## config.mk

```make
export PLATFORM = sky130hd
export DESIGN_NAME = rtvcal_top
export DESIGN_NICKNAME = d
export VERILOG_FILES = /design/src/rtvcal_pkg.sv /design/src/rtvcal_top.sv /design/src/rtvcal_smbus.sv
export VERILOG_INCLUDE_DIRS = /design/src /design/src/src
export SDC_FILE = /design/constraint.sdc
export NUM_CORES = 1
export LEC_CHECK = 0
export BUFFER_PORTS_ARGS = -buffer_cell sky130_fd_sc_hd__buf_2
export CAP_MARGIN = 5
export CORE_UTILIZATION = 60
export CTS_CLUSTER_DIAMETER = 150
export DETAILED_ROUTE_END_ITERATION = 12
export GPL_TIMING_DRIVEN = 0
export HOLD_SLACK_MARGIN = 0.05
export MAX_ROUTING_LAYER = met4
export PLACE_DENSITY = 0.8
export SETUP_SLACK_MARGIN = 0.05
export SLEW_MARGIN = 25
export SYNTH_ARGS = -nofsm -noshare
export SYNTH_HDL_FRONTEND = slang
export SYNTH_HIERARCHICAL = 1
export SYNTH_SLANG_ARGS = --single-unit
```

## constraint.sdc

```tcl
create_clock -name CORE_CLK_I -period 9.1 [get_ports CORE_CLK_I]
set_input_delay 1.82 -clock CORE_CLK_I [delete_from_list [all_inputs] [get_ports CORE_CLK_I]]
set_output_delay 1.82 -clock CORE_CLK_I [all_outputs]
set_load 0.1 [all_outputs]
```

## src/rtvcal_consts.svh

```systemverilog
`ifndef RTVCAL_CONSTS_SVH
`define RTVCAL_CONSTS_SVH

// ----------------------------------------------------------------------
// Register offsets
// ----------------------------------------------------------------------
`define RTV_OFS_FBEQ_PWR 8'h1E
`define RTV_OFS_RATE 8'h2F
`define RTV_OFS_ADAPT 8'h31
`define RTV_OFS_G0_LO 8'h60
`define RTV_OFS_G0_HI 8'h61
`define RTV_OFS_G1_LO 8'h62
`define RTV_OFS_G1_HI 8'h63
`define RTV_OFS_TOL 8'h64
`define RTV_OFS_BOOST 8'h40
`define RTV_OFS_SWING 8'h41
`define RTV_OFS_DEEMPH 8'h42
`define RTV_OFS_TAP0 8'h50
`define RTV_OFS_TAP4 8'h54
`define RTV_OFS_COARSE 8'h70
`define RTV_OFS_STAT 8'h71
`define RTV_OFS_CMD 8'h72
`define RTV_OFS_CHSEL 8'hFF

// ----------------------------------------------------------------------
// Storage indices inside one channel
// ----------------------------------------------------------------------
`define RTV_IX_FBEQ 4'h0
`define RTV_IX_RATE 4'h1
`define RTV_IX_ADAPT 4'h2
`define RTV_IX_G0_LO 4'h3
`define RTV_IX_G0_HI 4'h4
`define RTV_IX_G1_LO 4'h5
`define RTV_IX_G1_HI 4'h6
`define RTV_IX_TOL 4'h7
`define RTV_IX_BOOST 4'h8
`define RTV_IX_SWING 4'h9
`define RTV_IX_DEEMPH 4'hA
`define RTV_IX_TAP0 4'hB

// ----------------------------------------------------------------------
// Field positions, reset values and counts
// ----------------------------------------------------------------------
`define RTV_RST_FBEQ_PWR 8'h08
`define RTV_RST_ADAPT 8'h20
`define RTV_BIT_FBEQ_PD 3
`define RTV_ADAPT_LSB 5
`define RTV_RATE_LSB 4
`define RTV_BIT_MANUAL 7
`define RTV_CMD_CAL_BIT 0
`define RTV_CMD_ADAPT_BIT 1
`define RTV_CHSEL_BCAST_BIT 2
`define RTV_LOCK_TRIES 3'h4
`define RTV_SMB_ADDR 7'h18

`endif

```

## src/rtvcal_pkg.sv

```systemverilog
package rtvcal_pkg;
  typedef enum logic [1:0] {CAL_IDLE, CAL_REQ, CAL_REL} rtvcal_cst_t;
  typedef enum logic [2:0] {S_IDLE, S_ADDR, S_REG, S_WR, S_ACK, S_RD, S_RACK} rtvcal_sst_t;
  typedef logic [7:0] rtvcal_byte_t;
endpackage

```

## src/rtvcal_top.sv

```systemverilog
// Function
// (RQ1) Calibrate a channel's VCO after reset, on clock-recovery reset and after four failed locks.
// (RQ2) Calibration steps through every coarse setting and measures the reference-timed count.
// (RQ3) The setting with the smallest count error is kept and used until the next calibration.
// (RQ4) The target count is taken from the host-programmed expected count of the channel.
// (RQ5) Output swing and de-emphasis are only ever what the host writes.
// (RQ6) Every setting is stored separately for each of the four channels.
// (RQ7) The linear equalizer boost holds four stages of two bits each.
// (RQ8) Adaptation select resets to linear equalizer only.
// (RQ9) Five feedback taps are held, each a weight with a polarity bit.
// (RQ10) The feedback equalizer powerdown bit resets set and must be cleared by the host.
// (RQ11) The adaptation select field drives the adaptation mode outputs.
// (RQ12) A new lock is checked against the reference count and rejected when wrong.
// (RQ13) Frequency checking depends on the host writing the rate and expected counts; the check here reads only the expected counts and tolerance, not the rate.
// (RQ14) Adaptation restarts on clock-recovery reset and on each accepted lock.
// (RQ15) The top bit of each upper count register flags a manually loaded count.
// (RQ16) A lock is accepted only within tolerance of an expected count, else it is a failure.
`timescale 1ns/100ps
`include "rtvcal_consts.svh"
module rtvcal_top #(
  parameter int COARSE_W = 5,
  parameter int CNT_W = 16
) (
  input wire logic CORE_CLK_I,
  input wire logic RSTN_I,
  input wire logic SMB_SCL_I,
  input wire logic SMB_SDA_I,
  output logic SMB_SDA_O,
  output logic SMB_SDA_OE_N_O,
  input wire logic [3:0] LOCK_I,
  input wire logic [3:0] CDR_RESET_I,
  input wire logic [3:0] ACQ_FAIL_TGL_I,
  input wire logic MEAS_DONE_I,
  input wire logic [CNT_W-1:0] MEAS_COUNT_I,
  output logic MEAS_REQ_O,
  output logic [1:0] MEAS_CH_O,
  output logic [COARSE_W-1:0] COARSE_TRY_O,
  output logic [4*COARSE_W-1:0] COARSE_O,
  output logic [3:0] LOCK_OK_O,
  output logic [3:0] CDR_RESTART_O,
  output logic [3:0] ADAPT_START_O,
  output logic [3:0] FEEDBACK_EQ_POWERDOWN_O,
  output logic [7:0] ADAPT_MODE_O,
  output logic [15:0] RATE_SEL_O,
  output logic [31:0] LINEAR_EQUALIZER_BOOST_O,
  output logic [31:0] OUTPUT_SWING_O,
  output logic [31:0] DEEMPH_O,
  output logic [159:0] FBEQ_TAP_O
);
  import rtvcal_pkg::*;

  if (COARSE_W < 1 || COARSE_W > 8 || CNT_W < 15) begin : g_chk
    $error("rtvcal_top: COARSE_W must be 1..8 and CNT_W at least 15");
  end

  typedef struct packed {
    logic [12:0] s1;
    logic [12:0] s2;
    logic [12:0] s3;
    logic [12:0] f;
    logic [3:0][15:0][7:0] regs;
    logic [1:0] chsel;
    logic bcast;
    rtvcal_cst_t cst;
    logic chk;
    logic [1:0] ch;
    logic [COARSE_W-1:0] code;
    logic [COARSE_W-1:0] best;
    logic [CNT_W-1:0] best_err;
    logic [3:0] cal_pend;
    logic [3:0] chk_pend;
    logic [3:0] lock_ok;
    logic [3:0] restart;
    logic [3:0] adapt;
    logic [3:0][2:0] fails;
    logic [3:0][COARSE_W-1:0] coarse;
    logic req;
  } rtvcal_st_t;

  rtvcal_st_t q;
  rtvcal_st_t n;
  logic wr;
  rtvcal_byte_t waddr;
  rtvcal_byte_t wdata;
  rtvcal_byte_t raddr;
  rtvcal_byte_t rdata;

  // ----------------------------------------------------------------------
  // Helpers
  // ----------------------------------------------------------------------
  function automatic logic [4:0] reg_index(input rtvcal_byte_t ofs);
    case (ofs)
      `RTV_OFS_FBEQ_PWR: reg_index = {1'b1, `RTV_IX_FBEQ};
      `RTV_OFS_RATE: reg_index = {1'b1, `RTV_IX_RATE};
      `RTV_OFS_ADAPT: reg_index = {1'b1, `RTV_IX_ADAPT};
      `RTV_OFS_BOOST: reg_index = {1'b1, `RTV_IX_BOOST};
      `RTV_OFS_SWING: reg_index = {1'b1, `RTV_IX_SWING};
      `RTV_OFS_DEEMPH: reg_index = {1'b1, `RTV_IX_DEEMPH};
      default: begin
        if (ofs >= `RTV_OFS_G0_LO && ofs <= `RTV_OFS_TOL) begin
          reg_index = {1'b1, `RTV_IX_G0_LO + 4'(ofs - `RTV_OFS_G0_LO)};
        end else if (ofs >= `RTV_OFS_TAP0 && ofs <= `RTV_OFS_TAP4) begin
          reg_index = {1'b1, `RTV_IX_TAP0 + 4'(ofs - `RTV_OFS_TAP0)};
        end else begin
          reg_index = 5'h00;
        end
      end
    endcase
  endfunction

  function automatic logic [CNT_W-1:0] abs_diff(input logic [CNT_W-1:0] a,
                                                input logic [CNT_W-1:0] b);
    abs_diff = (a > b) ? a - b : b - a;
  endfunction

  // The flag bit is not part of the count; without it the count field is used as written.
  function automatic logic [CNT_W-1:0] expect_cnt(input logic [7:0] lo, input logic [7:0] hi);
    expect_cnt = CNT_W'({hi[`RTV_BIT_MANUAL-1:0], lo}); // RQ4 RQ15
  endfunction

  function automatic logic [1:0] lowest(input logic [3:0] v);
    lowest = v[0] ? 2'h0 : v[1] ? 2'h1 : v[2] ? 2'h2 : 2'h3;
  endfunction

  // ----------------------------------------------------------------------
  // Register bus
  // ----------------------------------------------------------------------
  rtvcal_smbus u_smbus (
    .clk_i(CORE_CLK_I),
    .rst_n_i(RSTN_I),
    .scl_i(SMB_SCL_I),
    .sda_i(SMB_SDA_I),
    .sda_o(SMB_SDA_O),
    .sda_oe_n_o(SMB_SDA_OE_N_O),
    .wr_o(wr),
    .waddr_o(waddr),
    .wdata_o(wdata),
    .raddr_o(raddr),
    .rdata_i(rdata)
  );

  always_comb begin
    logic [4:0] ix;
    ix = reg_index(raddr);
    case (raddr)
      `RTV_OFS_CHSEL: rdata = {5'h00, q.bcast, q.chsel};
      `RTV_OFS_COARSE: rdata = 8'(q.coarse[q.chsel]);
      `RTV_OFS_STAT: begin
        rdata = {3'h0, q.fails[q.chsel], q.lock_ok[q.chsel], q.cal_pend[q.chsel]};
      end
      default: rdata = ix[4] ? q.regs[q.chsel][ix[3:0]] : 8'h00;
    endcase
  end

  // ----------------------------------------------------------------------
  // Calibration and lock checking
  // ----------------------------------------------------------------------
  always_comb begin
    logic [4:0] wix;
    logic [3:0] tgt;
    logic [3:0] host_cal;
    logic [3:0] host_adapt;
    logic [3:0] fhit;
    logic [3:0] lock_rise;
    logic [3:0] lock_fall;
    logic [3:0] cdr_rise;
    logic [3:0] fail_ev;
    logic [CNT_W-1:0] e0;
    logic [CNT_W-1:0] e1;
    logic [2:0] cnt;
    logic [7:0] r_tol;
    wix = reg_index(waddr);
    tgt = 4'h0;
    host_cal = 4'h0;
    host_adapt = 4'h0;
    fhit = 4'h0;
    cnt = 3'h0;
    n = q;
    n.restart = 4'h0;
    n.adapt = 4'h0;
    n.s1 = {MEAS_DONE_I, ACQ_FAIL_TGL_I, CDR_RESET_I, LOCK_I};
    n.s2 = q.s1;
    n.s3 = q.s2;
    n.f = (~(q.s2 ^ q.s3) & q.s3) | ((q.s2 ^ q.s3) & q.f);
    lock_rise = n.f[3:0] & ~q.f[3:0];
    lock_fall = ~n.f[3:0] & q.f[3:0];
    cdr_rise = n.f[7:4] & ~q.f[7:4];
    fail_ev = n.f[11:8] ^ q.f[11:8];
    e0 = abs_diff(MEAS_COUNT_I, expect_cnt(q.regs[q.ch][`RTV_IX_G0_LO],
                                           q.regs[q.ch][`RTV_IX_G0_HI]));
    e1 = abs_diff(MEAS_COUNT_I, expect_cnt(q.regs[q.ch][`RTV_IX_G1_LO],
                                           q.regs[q.ch][`RTV_IX_G1_HI]));
    r_tol = q.regs[q.ch][`RTV_IX_TOL];
    if (wr) begin
      tgt = q.bcast ? 4'hF : 4'h1 << q.chsel;
      if (waddr == `RTV_OFS_CHSEL) begin
        n.chsel = wdata[1:0];
        n.bcast = wdata[`RTV_CHSEL_BCAST_BIT];
      end else if (waddr == `RTV_OFS_CMD) begin
        host_cal = tgt & {4{wdata[`RTV_CMD_CAL_BIT]}};
        host_adapt = tgt & {4{wdata[`RTV_CMD_ADAPT_BIT]}};
      end else if (wix[4]) begin
        for (int c = 0; c < 4; c++) begin
          if (tgt[c]) begin
            n.regs[c][wix[3:0]] = wdata; // RQ6 RQ5 RQ9 RQ13
          end
        end
      end
    end
    case (q.cst)
      CAL_IDLE: begin
        if (|q.cal_pend) begin
          n.ch = lowest(q.cal_pend);
          n.chk = 1'b0;
          n.code = '0;
          n.best = '0;
          n.best_err = '1;
          n.req = 1'b1;
          n.cst = CAL_REQ;
        end else if (|q.chk_pend) begin
          n.ch = lowest(q.chk_pend);
          n.chk = 1'b1;
          n.code = q.coarse[lowest(q.chk_pend)];
          n.req = 1'b1;
          n.cst = CAL_REQ;
        end
      end
      CAL_REQ: begin
        // The count is stable once the synchronised done level is high, until the raw done level falls.
        if (q.f[12]) begin
          n.req = 1'b0;
          n.cst = CAL_REL;
          if (!q.chk) begin
            if (e0 < q.best_err) begin
              n.best = q.code; // RQ3
              n.best_err = e0;
            end
            if (q.code == '1) begin
              n.coarse[q.ch] = n.best; // RQ3
              n.cal_pend[q.ch] = 1'b0;
            end
          end else begin
            n.chk_pend[q.ch] = 1'b0;
            if (e0 <= CNT_W'(r_tol[3:0]) || e1 <= CNT_W'(r_tol[7:4])) begin // RQ16
              n.lock_ok[q.ch] = 1'b1;
              n.fails[q.ch] = 3'h0;
              n.adapt[q.ch] = 1'b1; // RQ14
            end else begin
              n.restart[q.ch] = 1'b1; // RQ12
              fhit[q.ch] = 1'b1; // RQ16
            end
          end
        end
      end
      CAL_REL: begin
        if (!q.f[12]) begin
          if (!q.chk && q.code != '1) begin
            n.code = q.code + 1'b1; // RQ2
            n.req = 1'b1;
            n.cst = CAL_REQ;
          end else begin
            n.cst = CAL_IDLE;
          end
        end
      end
      default: begin
        n.cst = CAL_IDLE;
        n.req = 1'b0;
      end
    endcase
    // Events are applied after the engine so that a new event beats a same-cycle clear.
    n.cal_pend = n.cal_pend | cdr_rise | host_cal; // RQ1
    n.adapt = n.adapt | cdr_rise | host_adapt; // RQ14
    n.lock_ok = n.lock_ok & ~(cdr_rise | lock_fall);
    n.chk_pend = (n.chk_pend | lock_rise) & ~lock_fall; // RQ12
    for (int c = 0; c < 4; c++) begin
      cnt = n.fails[c] + {2'h0, fhit[c]} + {2'h0, fail_ev[c]};
      if (cdr_rise[c]) begin
        n.fails[c] = 3'h0;
      end else if (cnt >= `RTV_LOCK_TRIES) begin
        n.fails[c] = 3'h0;
        n.cal_pend[c] = 1'b1; // RQ1
      end else begin
        n.fails[c] = cnt;
      end
    end
  end

  always_ff @(posedge CORE_CLK_I or negedge RSTN_I) begin
    if (!RSTN_I) begin
      q <= '0;
      q.cal_pend <= 4'hF; // RQ1
      for (int c = 0; c < 4; c++) begin
        q.regs[c][`RTV_IX_FBEQ] <= `RTV_RST_FBEQ_PWR; // RQ10
        q.regs[c][`RTV_IX_ADAPT] <= `RTV_RST_ADAPT; // RQ8
      end
    end else begin
      q <= n;
    end
  end

  // ----------------------------------------------------------------------
  // Outputs
  // ----------------------------------------------------------------------
  assign MEAS_REQ_O = q.req;
  assign MEAS_CH_O = q.ch;
  assign COARSE_TRY_O = q.code;
  assign LOCK_OK_O = q.lock_ok;
  assign CDR_RESTART_O = q.restart;
  assign ADAPT_START_O = q.adapt;

  for (genvar c = 0; c < 4; c++) begin : g_ch
    assign COARSE_O[c*COARSE_W +: COARSE_W] = q.coarse[c];
    assign FEEDBACK_EQ_POWERDOWN_O[c] = q.regs[c][`RTV_IX_FBEQ][`RTV_BIT_FBEQ_PD]; // RQ10
    assign ADAPT_MODE_O[c*2 +: 2] = q.regs[c][`RTV_IX_ADAPT][`RTV_ADAPT_LSB +: 2]; // RQ11
    assign RATE_SEL_O[c*4 +: 4] = q.regs[c][`RTV_IX_RATE][`RTV_RATE_LSB +: 4];
    assign LINEAR_EQUALIZER_BOOST_O[c*8 +: 8] = q.regs[c][`RTV_IX_BOOST]; // RQ7
    assign OUTPUT_SWING_O[c*8 +: 8] = q.regs[c][`RTV_IX_SWING];
    assign DEEMPH_O[c*8 +: 8] = q.regs[c][`RTV_IX_DEEMPH];
    for (genvar t = 0; t < 5; t++) begin : g_tap
      assign FBEQ_TAP_O[(c*5+t)*8 +: 8] = q.regs[c][`RTV_IX_TAP0 + t];
    end
  end
endmodule

```

## src/rtvcal_smbus.sv

```systemverilog
`timescale 1ns/100ps
`include "rtvcal_consts.svh"
module rtvcal_smbus #(
  parameter logic [6:0] DEV_ADDR = `RTV_SMB_ADDR
) (
  input wire logic clk_i,
  input wire logic rst_n_i,
  input wire logic scl_i,
  input wire logic sda_i,
  output logic sda_o,
  output logic sda_oe_n_o,
  output logic wr_o,
  output rtvcal_pkg::rtvcal_byte_t waddr_o,
  output rtvcal_pkg::rtvcal_byte_t wdata_o,
  output rtvcal_pkg::rtvcal_byte_t raddr_o,
  input wire rtvcal_pkg::rtvcal_byte_t rdata_i
);
  import rtvcal_pkg::*;

  typedef struct packed {
    logic [2:0] sc;
    logic [2:0] sd;
    logic scl;
    logic sda;
    rtvcal_sst_t st;
    rtvcal_sst_t nxt;
    logic [3:0] cnt;
    logic [7:0] sh;
    logic [7:0] ptr;
    logic oe_n;
    logic low;
    logic wr;
    logic [7:0] wa;
    logic [7:0] wd;
  } rtvcal_smb_t;

  rtvcal_smb_t q;
  rtvcal_smb_t n;

  always_comb begin
    logic rise;
    logic fall;
    logic start;
    logic stop;
    rise = 1'b0;
    fall = 1'b0;
    start = 1'b0;
    stop = 1'b0;
    n = q;
    n.wr = 1'b0;
    n.sc = {q.sc[1:0], scl_i};
    n.sd = {q.sd[1:0], sda_i};
    if (q.sc[2] == q.sc[1]) begin
      n.scl = q.sc[2];
    end
    if (q.sd[2] == q.sd[1]) begin
      n.sda = q.sd[2];
    end
    rise = n.scl & ~q.scl;
    fall = ~n.scl & q.scl;
    start = q.scl & n.scl & q.sda & ~n.sda;
    stop = q.scl & n.scl & ~q.sda & n.sda;
    if (start) begin
      n.st = S_ADDR;
      n.cnt = 4'h0;
      n.oe_n = 1'b1;
    end else if (stop) begin
      n.st = S_IDLE;
      n.oe_n = 1'b1;
    end else begin
      case (q.st)
        S_IDLE: begin
        end
        S_ADDR, S_REG, S_WR: begin
          if (rise) begin
            n.sh = {q.sh[6:0], n.sda};
            n.cnt = q.cnt + 4'h1;
          end else if (fall && q.cnt == 4'h8) begin
            n.cnt = 4'h0;
            n.st = S_ACK;
            n.oe_n = 1'b0;
            if (q.st == S_ADDR) begin
              n.nxt = q.sh[0] ? S_RD : S_REG;
              if (q.sh[7:1] != DEV_ADDR) begin
                n.st = S_IDLE;
                n.oe_n = 1'b1;
              end
            end else if (q.st == S_REG) begin
              n.ptr = q.sh;
              n.nxt = S_WR;
            end else begin
              n.wr = 1'b1;
              n.wa = q.ptr;
              n.wd = q.sh;
              n.ptr = q.ptr + 8'h01;
              n.nxt = S_WR;
            end
          end
        end
        S_ACK: begin
          if (fall) begin
            n.oe_n = 1'b1;
            n.st = q.nxt;
            if (q.nxt == S_RD) begin
              n.sh = rdata_i;
              n.oe_n = rdata_i[7];
              n.ptr = q.ptr + 8'h01;
            end
          end
        end
        S_RD: begin
          if (rise) begin
            n.sh = {q.sh[6:0], 1'b0};
            n.cnt = q.cnt + 4'h1;
          end else if (fall) begin
            if (q.cnt == 4'h8) begin
              n.oe_n = 1'b1;
              n.cnt = 4'h0;
              n.st = S_RACK;
            end else begin
              n.oe_n = q.sh[7];
            end
          end
        end
        S_RACK: begin
          // A not-acknowledge from the host ends the read burst.
          if (rise && n.sda) begin
            n.st = S_IDLE;
          end else if (fall) begin
            n.sh = rdata_i;
            n.oe_n = rdata_i[7];
            n.ptr = q.ptr + 8'h01;
            n.st = S_RD;
          end
        end
        default: begin
          n.st = S_IDLE;
        end
      endcase
    end
  end

  always_ff @(posedge clk_i or negedge rst_n_i) begin
    if (!rst_n_i) begin
      q <= '0;
      q.sc <= 3'h7;
      q.sd <= 3'h7;
      q.scl <= 1'b1;
      q.sda <= 1'b1;
      q.oe_n <= 1'b1;
    end else begin
      q <= n;
    end
  end

  assign sda_o = q.low;
  assign sda_oe_n_o = q.oe_n;
  assign wr_o = q.wr;
  assign waddr_o = q.wa;
  assign wdata_o = q.wd;
  assign raddr_o = q.ptr;
endmodule

```

==> flow_summary.ini <==
[run_status]
status = finished, final reports clean

[critical_path]
r2r_slack_ns = 0.97
rr_worst_depth = 29
end_kind = flop
worstSetupPathType = flop to flop
worst_path_largest_cell_delay_ns = 0.69
crit_end = q[50]$_DFF_PN1_
r2r-start = MEAS_CH_O[0]$_DFFE_PN0P_
cp.required_ns = 9.67
cp-start-kind = flop
r2r_end = q[50]$_DFF_PN1_
worst_path_max_delay_cell = mux4_2
startpoint = MEAS_CH_O[0]$_DFFE_PN0P_
worst-path-max-fanout = 10
cp.arrival_ns = 8.71

[finish]
fillerInstances = 4751
synthToLayoutAreaGrowth_pct = 14.4
multi_input_area_um2 = 18600
regArea_um2 = 17600
nets = 3927
fin_cells = 4705
drive_gt1_share_pct = 43.5
final_common_cell = dfrtp_1
layout_common_cells = dfrtp_1, mux2_2, buf_2

[detailed_routing]
dr.pass1.iters = 6
vias_per_cell = 6.46
vias = 30400
ant_nets = 0
routed_wl_mm = 135
drc = 0
drt_iter0_drc = 3282
wire_per_inst_um = 28.8

[clock_tree]
cts_made_buffers = 76
clock_latency_ns = 0.65
cts.sinks = 703
postCtsSetupBuffers = 0
ctsRootBufferMaster = clkbuf_16
clk_pin_slew_ns = 0.06
clock_path_buffers = 3
ctsResizeCount = 0
ctsHtreeMaxLevel = 3
cts_tree = yes
cts_hold_buffers = 0

[synthesis]
synthCells = 3335
synth_top_family_by_area = multiplexers
synth-async-reset-ratio_pct = 100
yosysUniqueCellTypes = 100
yosys.area_share.simple_pct = 7.42
synth_ff_type = dfrtp_1
ys_seq_area_share_pct = 44.1
synthMuxAreaShare_pct = 26.0
postSynthAreaPerCell_um2 = 12.0
synth-xor-area-share_pct = 0.833
synthAdderAreaFrac_pct = 4.01
ys_ff_latch = 703
ys_warn_count = 6
synth-edff-count = 0
syn_area_um2 = 40000
synth_compound_area_share_pct = 8.14

[timing]
worst_pin_slew_ns = 1.25
finalSetupViolCount = 0
slew_viol_final = 0
rsz0062_at_grt = no
min_period_ns = 8.13
fmax_mhz = 123
hold_viol = 0
period_share_pct = 89.4
fin_hold_ws_ns = 0.345
finClkSkew_ns = 0.0407
worst_slew_margin_rel_pct = 16.7

[placement]
post-dp-hpwl_mm = 96.2
place_inst = 4568
routabilityCongestion = 1.02
portBuffers = 356

[floorplanning]
dieArea_um2 = 67600
pin_count = 359
fp.dieH_um = 260
dieWidth_um = 260
row_count = 94
initial_core_util_pct = 60.7
core_um2 = 65900

[power_and_ir_drop]
vdd_drop_max_mv = 0.159
total_power_w = 0.00718
leakagePower_nw = 22.6
p_per_area_nw_per_um2 = 157

[global_route]
grtUsageTotal_pct = 41.4
grt_pass1_vias = 30100
antenna_found_initial = 5
grt_pass1_wl_mm = 196
grt.overflow.total = 0
grt_max_degree = 93

[run]
cap_violations = 0

[hold_path]
min_path_type = flop to flop
cells by family after synthesis:
kind of cell               after synthesis
buffers and inverters                  640
DFF                                    703
muxes                                  747
xor gates and xnor gates                38
AOI/OAI and AO/OA                      480
other                                    2
and+or+nand+nor                        599
adders and majority gates              126
sequential cells by signal, indices dropped and copies added, names as in the netlist, 16 cells and up, named ones only:
name,flops
q,300
FBEQ_TAP_O,160
DEEMPH_O,32
LINEAR_EQUALIZER_BOOST_O,32
OUTPUT_SWING_O,32
n,26
u_smbus/q,22
COARSE_O,20
RATE_SEL_O,16
synth_stat cells, types with 35 or more instances:
library cell  number  area share, %
ha_1             104            3.3
mux2_2           528             15
mux4_2           176            9.9
nor2_1           121            1.1
and2_1            41           0.64
dfrtp_1          682             43
a21oi_1          114            1.4
nand3_1           35           0.44
clkbuf_1         125            1.2
buf_4            349            6.6
inv_1            111            1.0
nand2_1          217            2.0
a211oi_1          64            1.2
o21ai_0           92            1.2
worst max-delay path, delay by kind of cell, from the launching register on:
kind	cells	cell delay (ns)
buffers and inverters	5	1.73
muxes	2	1.03
DFF	1	0.39
and+or+nand+nor	10	1.88
adders and majority gates	4	1.24
xor gates and xnor gates	1	0.30
AOI/OAI and AO/OA	7	1.47
per-stage QoR:
step / area (um^2) / setup WS (ns) / util, % / setup TNS, ns
after floorplan: 40000 / 2.30 / - / 0
after global placement: 42800 / -8.77 / 65.0 / -5969.66
after detailed placement: 43100 / 0.744 / 65.5 / 0
after CTS: 45700 / 0.687 / 69.4 / 0
after global routing: 45700 / 0.441 / 69.4 / 0
final: 45700 / 0.965 / 69.4 / 0
power breakdown:
group	switching [W]	leakage [nW]	internal, W
clock	0.00137	1.25	0.00181
sequential	0.0000590	9.44	0.00321
combinational	0.000488	11.9	0.000243
per-layer routing:
layer  share of wire [%]  track usage (%)  up-vias
li1                    -                -    12600
met4                 7.4             26.3        0
met1                  37             51.3    15300
met5                   0                -        -
met3                  10             10.9      508
met2                  45             60.3     1952
cell type report:
| cell class | count | area share [%] |
|---|---|---|
| Tap cell | 864 | 2.36 |
| Clock inverter | 28 | 0.816 |
| Clock buffer | 104 | 4.76 |
| Multi-Input combinational cell | 1995 | 40.6 |
| Inverter | 111 | 0.911 |
| Sequential cell | 703 | 38.5 |
| Timing Repair Buffer | 366 | 4.49 |
| Antenna cell | 5 | 0.0274 |
| Buffer | 529 | 7.44 |
how the worst min path moves through the flow:
stage | depth (start not counted) | slack (ns) | start | endpoint
global route | 0 | 0.35 | u_smbus/n[48]$_DFF_PN1_ | u_smbus/n[49]$_DFF_PN1_
CTS | 0 | 0.35 | n[626]$_DFF_PN0_ | n[613]$_DFF_PN0_
floorplan | 0 | 0.33 | n[625]$_DFF_PN0_ | n[612]$_DFF_PN0_
global placement | 0 | 0.33 | n[636]$_DFF_PN0_ | n[623]$_DFF_PN0_
finish | 0 | 0.35 | n[636]$_DFF_PN0_ | n[623]$_DFF_PN0_
detailed placement | 0 | 0.34 | n[636]$_DFF_PN0_ | n[623]$_DFF_PN0_
(Power assumes the default switching activity.)
